$ cat config.mk
export PLATFORM = sky130hd
export DESIGN_NAME = carkit_latch_and_vendor_regs
export DESIGN_NICKNAME = d
export VERILOG_FILES = /design/src/logic/carkit_vendor_pkg.sv /design/src/logic/carkit_latch_and_vendor_regs.sv
export SDC_FILE = /design/constraint.sdc
export NUM_CORES = 1
export LEC_CHECK = 0
export BUFFER_PORTS_ARGS = -buffer_cell sky130_fd_sc_hd__buf_2
export CAP_MARGIN = 20
export CORE_MARGIN = 5
export CORE_UTILIZATION = 55
export CTS_BUF_LIST = sky130_fd_sc_hd__clkbuf_4
export CTS_CLUSTER_SIZE = 25
export DETAILED_ROUTE_END_ITERATION = 10
export PLACE_DENSITY = 0.78
export RECOVER_POWER = 25
export SLEW_MARGIN = 30
export SYNTH_ARGS = -nofsm -noshare
export SYNTH_HDL_FRONTEND = slang
export SYNTH_SLANG_ARGS = --single-unit
$ cat constraint.sdc
create_clock -name ref_clk_i -period 2.8 [get_ports ref_clk_i]
set_clock_uncertainty 0.1 [all_clocks]
set_input_delay 0.56 -clock ref_clk_i [delete_from_list [all_inputs] [get_ports ref_clk_i]]
set_output_delay 0.56 -clock ref_clk_i [all_outputs]
set_load 0.05 [all_outputs]
$ cat src/logic/carkit_vendor_pkg.sv
// Purpose: Shared constants and types for the carkit latch and vendor register block
// Assumes: ULPI clock of 25 MHz drives all logic
// Notes:   Register addresses are the 6-bit ULPI immediate register addresses
package carkit_vendor_pkg;

    // Clock and conversion timing
    localparam int CLK_PERIOD_NS       = 40;
    localparam int RID_CONV_TIME_NS    = 282000;
    localparam int RID_CONV_CYCLES_DEF = (RID_CONV_TIME_NS + CLK_PERIOD_NS - 1) / CLK_PERIOD_NS;
    localparam int RID_CNT_W           = 16;

    // Register addresses
    localparam logic [5:0] ADDR_LATCH = 6'h21;
    localparam logic [5:0] ADDR_COMP  = 6'h31;
    localparam logic [5:0] ADDR_CHG   = 6'h32;

    // Transmit command codes in data[7:6]
    localparam logic [1:0] CMD_REG_WR = 2'h2;
    localparam logic [1:0] CMD_REG_RD = 2'h3;

    // Latch register bit positions
    localparam int LATCH_ID_BIT  = 0;
    localparam int LATCH_CMP_BIT = 1;
    localparam int LATCH_RID_BIT = 3;

    // Compensation register fields
    localparam int SQ_LSB  = 0;
    localparam int SQ_MSB  = 1;
    localparam int DRV_LSB = 4;
    localparam int DRV_MSB = 6;

    // Charger detection register bits
    localparam int CHG_VSRC_BIT    = 0;
    localparam int CHG_ISINK_BIT   = 1;
    localparam int CHG_CONTACT_BIT = 2;
    localparam int CHG_ROLE_BIT    = 3;
    localparam int CHG_CMP_BIT     = 4;

    // Line state that allows the comparator result
    localparam logic [1:0] LS_SE0 = 2'h0;

    // Asynchronous input indexes
    localparam int SYN_N  = 3;
    localparam int SYN_ID = 0;
    localparam int SYN_DP = 1;
    localparam int SYN_DM = 2;

    // Register access sequencer
    typedef enum logic [2:0] {
        U_IDLE    = 3'h0,
        U_WR_ACK  = 3'h1,
        U_WR_DATA = 3'h2,
        U_WR_STOP = 3'h3,
        U_RD_ACK  = 3'h4,
        U_RD_TURN = 3'h5,
        U_RD_DATA = 3'h6
    } ulpi_state_t;

    typedef struct packed {
        logic       dir;
        logic       nxt;
        logic       oe;
        logic [7:0] dout;
    } ulpi_out_t;

    typedef struct packed {
        logic [2:0] drv;
        logic [1:0] sq;
    } comp_t;

    typedef struct packed {
        logic role;
        logic contact;
        logic isink;
        logic vsrc;
    } chg_t;

    typedef struct packed {
        logic dp_vsrc;
        logic dm_vsrc;
        logic dp_isink;
        logic dm_isink;
        logic dp_contact;
        logic dm_contact;
    } pad_drive_t;

    typedef struct packed {
        logic rid;
        logic cmp;
        logic id;
    } latch_t;

    typedef struct packed {
        ulpi_state_t          ust;
        logic [5:0]           addr;
        logic [7:0]           wdata;
        ulpi_out_t            bus;
        comp_t                comp;
        chg_t                 chg;
        pad_drive_t           pads;
        logic [SYN_N-1:0]     sy1;
        logic [SYN_N-1:0]     sy2;
        logic [SYN_N-1:0]     sy3;
        logic [SYN_N-1:0]     stable;
        logic                 cmp;
        latch_t               latch;
        logic                 rid_busy;
        logic [RID_CNT_W-1:0] rid_cnt;
        logic                 rid_done;
        logic                 pend;
    } regs_t;

    // Reset values: all codes nominal, all enables off, sequencer idle
    localparam comp_t COMP_RST = '0;
    localparam chg_t  CHG_RST  = '0;
    localparam regs_t REGS_RST = '0;

endpackage

$ cat src/logic/carkit_latch_and_vendor_regs.sv
// Purpose: Carkit event latches, squelch and drive trims, charger detection control over ULPI
// Assumes: ULPI link is synchronous to ref_clk_i; analog status inputs are asynchronous
// Notes:   Interrupt enables and conversion start come from neighbouring register logic
//          Every output is taken from the state register
//
// Summary of operation
// Latch register reads then clears itself
// Bit 0 on ID going floating
// Bit 0 also on ID leaving floating
// Bit 1 on comparator change, either way
// Bit 3 on conversion-done rising edge
// Latch bits 2 and 7:4 read zero
// Vendor range answers immediate read/write
// Compensation bits 1:0 squelch threshold
// Compensation bits 6:4 transmit amplitude
// Charger bits 0..2 enables, reset zero
// Bit 3 swaps DP and DM connections
// Bit 4 comparator, SE0 and enabled
// Comparator forced zero while sink off
// Link clears detection before USB use
// Conversion done set after 282 us
// Event during latch read kept
`timescale 1ns/10ps

module carkit_latch_and_vendor_regs #(
    parameter int RID_CONV_CYCLES = carkit_vendor_pkg::RID_CONV_CYCLES_DEF
) (
    // Clock and reset
    input  wire logic       ref_clk_i,
    input  wire logic       reset_i,
    // ULPI register access
    input  wire logic [7:0] ulpi_data_i,
    input  wire logic       ulpi_stp_i,
    output logic      [7:0] ulpi_data_o,
    output logic            ulpi_data_oe_o,
    output logic            ulpi_dir_o,
    output logic            ulpi_nxt_o,
    // Interrupt enables
    input  wire logic       id_to_floating_irq_en_i,
    input  wire logic       id_to_grounded_irq_en_i,
    input  wire logic       contact_cmp_irq_en_i,
    input  wire logic       rid_done_irq_en_i,
    // Asynchronous analog status
    input  wire logic       id_float_i,
    input  wire logic       dp_cmp_i,
    input  wire logic       dm_cmp_i,
    // Same-domain status and control
    input  wire logic [1:0] linestate_i,
    input  wire logic       rid_conv_start_i,
    input  wire logic       rid_done_clear_i,
    // Trim outputs
    output logic      [1:0] squelch_threshold_sel_o,
    output logic      [2:0] hs_drive_level_sel_o,
    // Charger detection control
    output logic            data_vsource_en_o,
    output logic            data_isink_cmp_en_o,
    output logic            contact_current_en_o,
    output logic            charging_host_role_o,
    output logic            dp_vsource_en_o,
    output logic            dm_vsource_en_o,
    output logic            dp_isink_en_o,
    output logic            dm_isink_en_o,
    output logic            dp_contact_src_en_o,
    output logic            dm_contact_src_en_o,
    // Status outputs
    output logic            contact_cmp_out_o,
    output logic            rid_conv_busy_o,
    output logic            rid_conv_complete_o,
    output logic      [2:0] event_latch_o,
    output logic            event_pending_o
);

    // Count loaded at start; zero is the last busy cycle
    localparam logic [carkit_vendor_pkg::RID_CNT_W-1:0] RID_LOAD =
        carkit_vendor_pkg::RID_CNT_W'(RID_CONV_CYCLES - 1);

    carkit_vendor_pkg::regs_t r;
    carkit_vendor_pkg::regs_t next_r;

    // Read value for a register address
    function automatic logic [7:0] reg_read(input logic [5:0]               a,
                                            input carkit_vendor_pkg::regs_t s);
        logic [7:0] v;
        v = 8'h00;
        if (a == carkit_vendor_pkg::ADDR_LATCH) begin
            // Unused bits zero
            v[carkit_vendor_pkg::LATCH_ID_BIT]  = s.latch.id;
            v[carkit_vendor_pkg::LATCH_CMP_BIT] = s.latch.cmp;
            v[carkit_vendor_pkg::LATCH_RID_BIT] = s.latch.rid;
        end else if (a == carkit_vendor_pkg::ADDR_COMP) begin
            // Reserved bits zero
            v[carkit_vendor_pkg::SQ_MSB:carkit_vendor_pkg::SQ_LSB]   = s.comp.sq;
            v[carkit_vendor_pkg::DRV_MSB:carkit_vendor_pkg::DRV_LSB] = s.comp.drv;
        end else if (a == carkit_vendor_pkg::ADDR_CHG) begin
            // Enables, role and comparator
            v[carkit_vendor_pkg::CHG_VSRC_BIT]    = s.chg.vsrc;
            v[carkit_vendor_pkg::CHG_ISINK_BIT]   = s.chg.isink;
            v[carkit_vendor_pkg::CHG_CONTACT_BIT] = s.chg.contact;
            v[carkit_vendor_pkg::CHG_ROLE_BIT]    = s.chg.role;
            v[carkit_vendor_pkg::CHG_CMP_BIT]     = s.cmp;
        end
        return v;
    endfunction

    // Next-state logic
    always_comb begin
        logic                 wr_commit;
        logic                 rd_clear;
        logic                 sense;
        logic                 ev_id;
        logic                 ev_cmp;
        logic                 ev_rid;
        logic                 rid_finish;
        carkit_vendor_pkg::latch_t base;
        wr_commit  = 1'b0;
        rd_clear   = 1'b0;
        sense      = 1'b0;
        ev_id      = 1'b0;
        ev_cmp     = 1'b0;
        ev_rid     = 1'b0;
        rid_finish = 1'b0;
        base       = '0;
        next_r     = r;

        // Three-stage sync; a change counts once stages two and three agree
        next_r.sy1 = {dm_cmp_i, dp_cmp_i, id_float_i};
        next_r.sy2 = r.sy1;
        next_r.sy3 = r.sy2;
        for (int i = 0; i < carkit_vendor_pkg::SYN_N; i++) begin
            if (r.sy2[i] == r.sy3[i]) begin
                next_r.stable[i] = r.sy3[i];
            end
        end

        // Immediate register read and write sequencer
        next_r.bus.nxt = 1'b0;
        unique case (r.ust)
            carkit_vendor_pkg::U_IDLE: begin
                // Commands are only looked at while idle
                next_r.bus.dir  = 1'b0;
                next_r.bus.oe   = 1'b0;
                next_r.bus.dout = 8'h00;
                if (ulpi_data_i[7:6] == carkit_vendor_pkg::CMD_REG_WR) begin
                    next_r.addr    = ulpi_data_i[5:0];
                    next_r.bus.nxt = 1'b1;
                    next_r.ust     = carkit_vendor_pkg::U_WR_ACK;
                end else if (ulpi_data_i[7:6] == carkit_vendor_pkg::CMD_REG_RD) begin
                    next_r.addr    = ulpi_data_i[5:0];
                    next_r.bus.nxt = 1'b1;
                    next_r.ust     = carkit_vendor_pkg::U_RD_ACK;
                end
            end
            carkit_vendor_pkg::U_WR_ACK: begin
                next_r.ust = carkit_vendor_pkg::U_WR_DATA;
            end
            carkit_vendor_pkg::U_WR_DATA: begin
                next_r.wdata   = ulpi_data_i;
                next_r.bus.nxt = 1'b1;
                next_r.ust     = carkit_vendor_pkg::U_WR_STOP;
            end
            carkit_vendor_pkg::U_WR_STOP: begin
                // Commit waits for stop; data already held
                if (ulpi_stp_i) begin
                    wr_commit  = 1'b1;
                    next_r.ust = carkit_vendor_pkg::U_IDLE;
                end
            end
            carkit_vendor_pkg::U_RD_ACK: begin
                next_r.bus.dir = 1'b1; // Turnaround, nobody drives
                next_r.ust     = carkit_vendor_pkg::U_RD_TURN;
            end
            carkit_vendor_pkg::U_RD_TURN: begin
                // Data byte loaded and latch cleared on this edge
                next_r.bus.oe   = 1'b1;
                next_r.bus.dout = reg_read(r.addr, r);
                rd_clear        = (r.addr == carkit_vendor_pkg::ADDR_LATCH);
                next_r.ust      = carkit_vendor_pkg::U_RD_DATA;
            end
            carkit_vendor_pkg::U_RD_DATA: begin
                // Hand the bus back to the link
                next_r.bus.dir  = 1'b0;
                next_r.bus.oe   = 1'b0;
                next_r.bus.dout = 8'h00;
                next_r.ust      = carkit_vendor_pkg::U_IDLE;
            end
            default: begin
                next_r.bus = '0;
                next_r.ust = carkit_vendor_pkg::U_IDLE;
            end
        endcase

        // Register writes; read-only and unmapped bits ignored
        if (wr_commit) begin
            if (r.addr == carkit_vendor_pkg::ADDR_COMP) begin
                // Squelch threshold code
                next_r.comp.sq  = r.wdata[carkit_vendor_pkg::SQ_MSB:carkit_vendor_pkg::SQ_LSB];
                // Transmit amplitude code
                next_r.comp.drv = r.wdata[carkit_vendor_pkg::DRV_MSB:carkit_vendor_pkg::DRV_LSB];
            end else if (r.addr == carkit_vendor_pkg::ADDR_CHG) begin
                // Detection enables
                next_r.chg.vsrc    = r.wdata[carkit_vendor_pkg::CHG_VSRC_BIT];
                next_r.chg.isink   = r.wdata[carkit_vendor_pkg::CHG_ISINK_BIT];
                next_r.chg.contact = r.wdata[carkit_vendor_pkg::CHG_CONTACT_BIT];
                next_r.chg.role    = r.wdata[carkit_vendor_pkg::CHG_ROLE_BIT];
            end
        end

        // Route enables to DP or DM by role
        next_r.pads.dp_vsrc    = next_r.chg.vsrc & ~next_r.chg.role;
        next_r.pads.dm_vsrc    = next_r.chg.vsrc & next_r.chg.role;
        next_r.pads.dp_isink   = next_r.chg.isink & ~next_r.chg.role;
        next_r.pads.dm_isink   = next_r.chg.isink & next_r.chg.role;
        next_r.pads.dp_contact = next_r.chg.contact & ~next_r.chg.role;
        next_r.pads.dm_contact = next_r.chg.contact & next_r.chg.role;

        // Comparator senses the swapped line in host role
        // Role and enable taken from next state so the comparator
        // drops on the very edge that clears the sink enable
        sense = next_r.chg.role ? r.stable[carkit_vendor_pkg::SYN_DM]
                                : r.stable[carkit_vendor_pkg::SYN_DP];
        // Comparator qualified by enable and SE0
        next_r.cmp = next_r.chg.isink & sense
                   & (linestate_i == carkit_vendor_pkg::LS_SE0);

        // Conversion timer
        // Start pulses ignored while busy
        if (r.rid_busy) begin
            if (r.rid_cnt == '0) begin
                rid_finish      = 1'b1;
                next_r.rid_busy = 1'b0;
            end else begin
                next_r.rid_cnt = r.rid_cnt - 1'b1;
            end
        end else if (rid_conv_start_i) begin
            next_r.rid_busy = 1'b1;
            next_r.rid_cnt  = RID_LOAD;
        end
        // Completion set wins over clear
        if (rid_done_clear_i) begin
            next_r.rid_done = 1'b0;
        end
        if (rid_finish) begin
            next_r.rid_done = 1'b1;
        end

        // ID float edges in both directions
        ev_id = (next_r.stable[carkit_vendor_pkg::SYN_ID] & ~r.stable[carkit_vendor_pkg::SYN_ID]
                 & id_to_floating_irq_en_i)
              | (~next_r.stable[carkit_vendor_pkg::SYN_ID] & r.stable[carkit_vendor_pkg::SYN_ID]
                 & id_to_grounded_irq_en_i);
        // Comparator change either way
        ev_cmp = (next_r.cmp != r.cmp) & contact_cmp_irq_en_i;
        // Conversion-done rising edge only
        ev_rid = next_r.rid_done & ~r.rid_done & rid_done_irq_en_i;

        // Read clears latches
        base = rd_clear ? '0 : r.latch;
        // New event survives the clearing read
        next_r.latch.id  = base.id | ev_id;
        next_r.latch.cmp = base.cmp | ev_cmp;
        next_r.latch.rid = base.rid | ev_rid;
        // Pending flag kept in a flop beside the latches
        next_r.pend = next_r.latch.id | next_r.latch.cmp | next_r.latch.rid;
    end

    // State register
    // Asynchronous reset returns every field to zero
    always_ff @(posedge ref_clk_i or posedge reset_i) begin
        if (reset_i) begin
            r <= carkit_vendor_pkg::REGS_RST;
        end else begin
            r <= next_r;
        end
    end

    // ULPI outputs
    assign ulpi_data_o    = r.bus.dout;
    assign ulpi_data_oe_o = r.bus.oe;
    assign ulpi_dir_o     = r.bus.dir;
    assign ulpi_nxt_o     = r.bus.nxt;

    // Trim and detection outputs
    assign squelch_threshold_sel_o = r.comp.sq;
    assign hs_drive_level_sel_o    = r.comp.drv;
    assign data_vsource_en_o       = r.chg.vsrc;
    assign data_isink_cmp_en_o     = r.chg.isink;
    assign contact_current_en_o    = r.chg.contact;
    assign charging_host_role_o    = r.chg.role;
    assign dp_vsource_en_o         = r.pads.dp_vsrc;
    assign dm_vsource_en_o         = r.pads.dm_vsrc;
    assign dp_isink_en_o           = r.pads.dp_isink;
    assign dm_isink_en_o           = r.pads.dm_isink;
    assign dp_contact_src_en_o     = r.pads.dp_contact;
    assign dm_contact_src_en_o     = r.pads.dm_contact;

    // Status outputs
    assign contact_cmp_out_o   = r.cmp;
    assign rid_conv_busy_o     = r.rid_busy;
    assign rid_conv_complete_o = r.rid_done;
    assign event_latch_o       = r.latch;
    assign event_pending_o     = r.pend;

endmodule

==> results.ini <==
[die]
boundaryPins = 55
die_w_um = 88.43
rows = 28
core-area_mm2 = 0.005956
initial_utilization_pct = 56.81
dieArea_mm2 = 0.007820
die_height_um = 88.43

[worst_setup_path]
worst_path_max_delay_cell = or4b_1
critical_path_arrival_ps = 2650
crit_family = simple AND/OR/NAND/NOR gates
path_buf_inv = 0
worstPathMaxFanout = 14
cp-start-kind = flop
worst-setup-path-type = reg -> reg
path_cells = nand4b_1 > nor3_4 > mux2i_1 > or4b_1 > nand3_1
cp.required_ps = 3050
max_stage_delay_ps = 580
critPathCaptureType = flop

[logic_synthesis]
avgSynthCellArea_um2 = 11.35
synth_seq_cells = 76
synth_sequential_area_ratio_pct = 56.21
async_reset_ff_share_pct = 100.0
syn_nets = 322
yosysWarnings = 0
synthCells = 298
synth_edf_count = 0
synth_top_flop_cell = dfrtp_1
synth_area_mm2 = 0.003383
synthDistinctLibCells = 55

[placed_design]
dp_hpwl_mm = 4.972
numPortBuffers = 53
place_worst_setup_slack_ps = 448.6
gp_congestion = 0.8543

[flow_run]
maxCapViolations = 1

[clock_network]
cts-resized-gates = 0
numCtsBuffers = 9
clk_latency_ps = 410
postCtsHoldBufs = 0
clk_pin_slew_worst_paths_ps = 120
cts_tree = built
cts_root_buf = clkbuf_4
htree_levels = 3
postCtsSetupRepairBufs = 0
cts_sinks = 76
clk_path_buf_depth = 2

[power_and_ir_drop]
vdd_drop_max_v = 0.0005271
p_per_area_mw_per_mm2 = 935.3
total_leakage_power_nw = 1.739

[sta]
tns_ps = 0
setup_viol = 0
max_slew_margin_pct = -19.97
post-route-min-period_ps = 2397
rsz0062_at_grt = no
setup_ws_ps = 403.3
final-hold-violation-count = 0
finalCritPeriodShare_pct = 85.60
worst_pin_slew_ps = 1800
fmax_mhz = 417.2
finalMaxSlewViolations = 77

[global_route]
grt_pass1_vias = 2450
grt_overflow = 0
grt_max_degree = 77
grt_pass1_wl_mm = 11.42
grtUsageTotal_pct = 19.14
antenna_found_initial = 0

[final_layout]
drive_gt1_share_pct = 29.19
diodes = 0
layout_commonest_cell = dfrtp_1
fin_nets = 366
final_cell_mix = dfrtp_1 (76), buf_2 (53), nor2_1 (29), mux2_2 (19), nand2_1 (17)
area_delta_synth_final_pct = 12.17

[detailed_routing]
drt_iter0_markers = 116
post_drt_wl_per_cell_um = 16.30
drtAntennaViolNets = 0
vias = 2446
vias_per_cell = 5.810
drc = 0
wl_mm = 6.861
firstDrtPassIters = 5

[status]
status = complete, but fails checks
violations = max-capacitance violations, max-slew violations

[hold_path]
hp-class = in -> reg

flip-flops by register name (all words and copies together), names as in the netlist, 2 cells and up:
register and flops:
squelch_threshold_sel_o 2, next_r 6, r 38, ulpi_data_o 7, hs_drive_level_sel_o 3, event_latch_o 3
through the flow:
stage               hold slack [ps]  area, um^2  total power, mW  util [%]  instances
finish                        155.3        3795            3.549     63.72        421
global route                  111.2        3795            3.753     63.72        421
detailed placement            234.7        3633            2.757     61.01        406
CTS                           112.0        3810            3.580     63.97        421
floorplan                     231.2        3383            2.512         -        298
global placement              231.8        3633            2.712     61.01        406
cells by family after synthesis:
group                    Yosys count  synth area share, %
flip-flops                        76                56.21
AND/OR/NAND/NOR                  101                16.79
buffers and inverters             37                6.028
multiplexers                      27                8.691
adder cells (fa/ha/maj)            5                1.627
AO/OA/AOI/OAI                     48                9.763
other                              1               0.1108
XOR/XNOR                           3               0.7768
synth_stat cells, types with 3 or more instances:
cell      count  area [um^2]
a211oi_1      3        22.52
a21oi_1      11        55.05
a221oi_1      3        26.28
and3_1        3        18.77
buf_4        17        127.6
clkbuf_1      6        22.52
dfrtp_1      76         1902
inv_1        11        41.29
maj3_1        3        30.03
mux2_2       19        214.0
mux2i_1       8        80.08
nand2_1      17        63.81
nand2b_1      4        25.02
nand3_1       6        30.03
nor2_1       29        108.9
nor2b_1       3        18.77
nor3_1        5        25.02
nor4_1        9        56.30
o21ai_0      11        55.05
o311ai_0      4        35.03
o41ai_1       3        26.28
or3_1         7        43.79
xor2_1        3        26.28
worst paths after layout:
kind,slack (ps),startpoint,cells past startpoint,endpoint
worst max-delay path,400,r[77],5,event_latch_o[1]
worst min-delay path,160,id_float_i,1,next_r[29]
worst max register to register,400,r[77],5,event_latch_o[1]
worst min register to register,260,next_r[29],0,next_r[26]
max in group asynchronous,870,reset_i,3,dp_isink_en_o
min in group asynchronous,670,reset_i,3,r[13]
metal layers:
| metal | part of all wire [%] | up-vias | track usage, % |
|---|---|---|---|
| met4 | 1.3 | 0 | 7.005 |
| li1 | - | 1147 | - |
| met2 | 50 | 78 | 32.77 |
| met3 | 6.2 | 12 | 5.400 |
| met1 | 43 | 1209 | 23.09 |
| met5 | 0 | - | 0 |
area by class of cell:
| cell class | count | area, um^2 |
|---|---|---|
| Fill cell | 509 | 2161 |
| Sequential cell | 76 | 1902 |
| Multi-Input combinational cell | 185 | 1277 |
| Timing Repair Buffer | 58 | 300.3 |
| Clock inverter | 5 | 101.3 |
| Tap cell | 75 | 93.84 |
| Clock buffer | 10 | 75.07 |
| Inverter | 12 | 45.04 |
power by group:
| group | switching [mW] | internal [mW] |
|---|---|---|
| Combinational | 0.735 | 0.384 |
| Clock | 0.368 | 0.455 |
| Sequential | 0.251 | 1.36 |
Power figures use the tool's default switching activity.
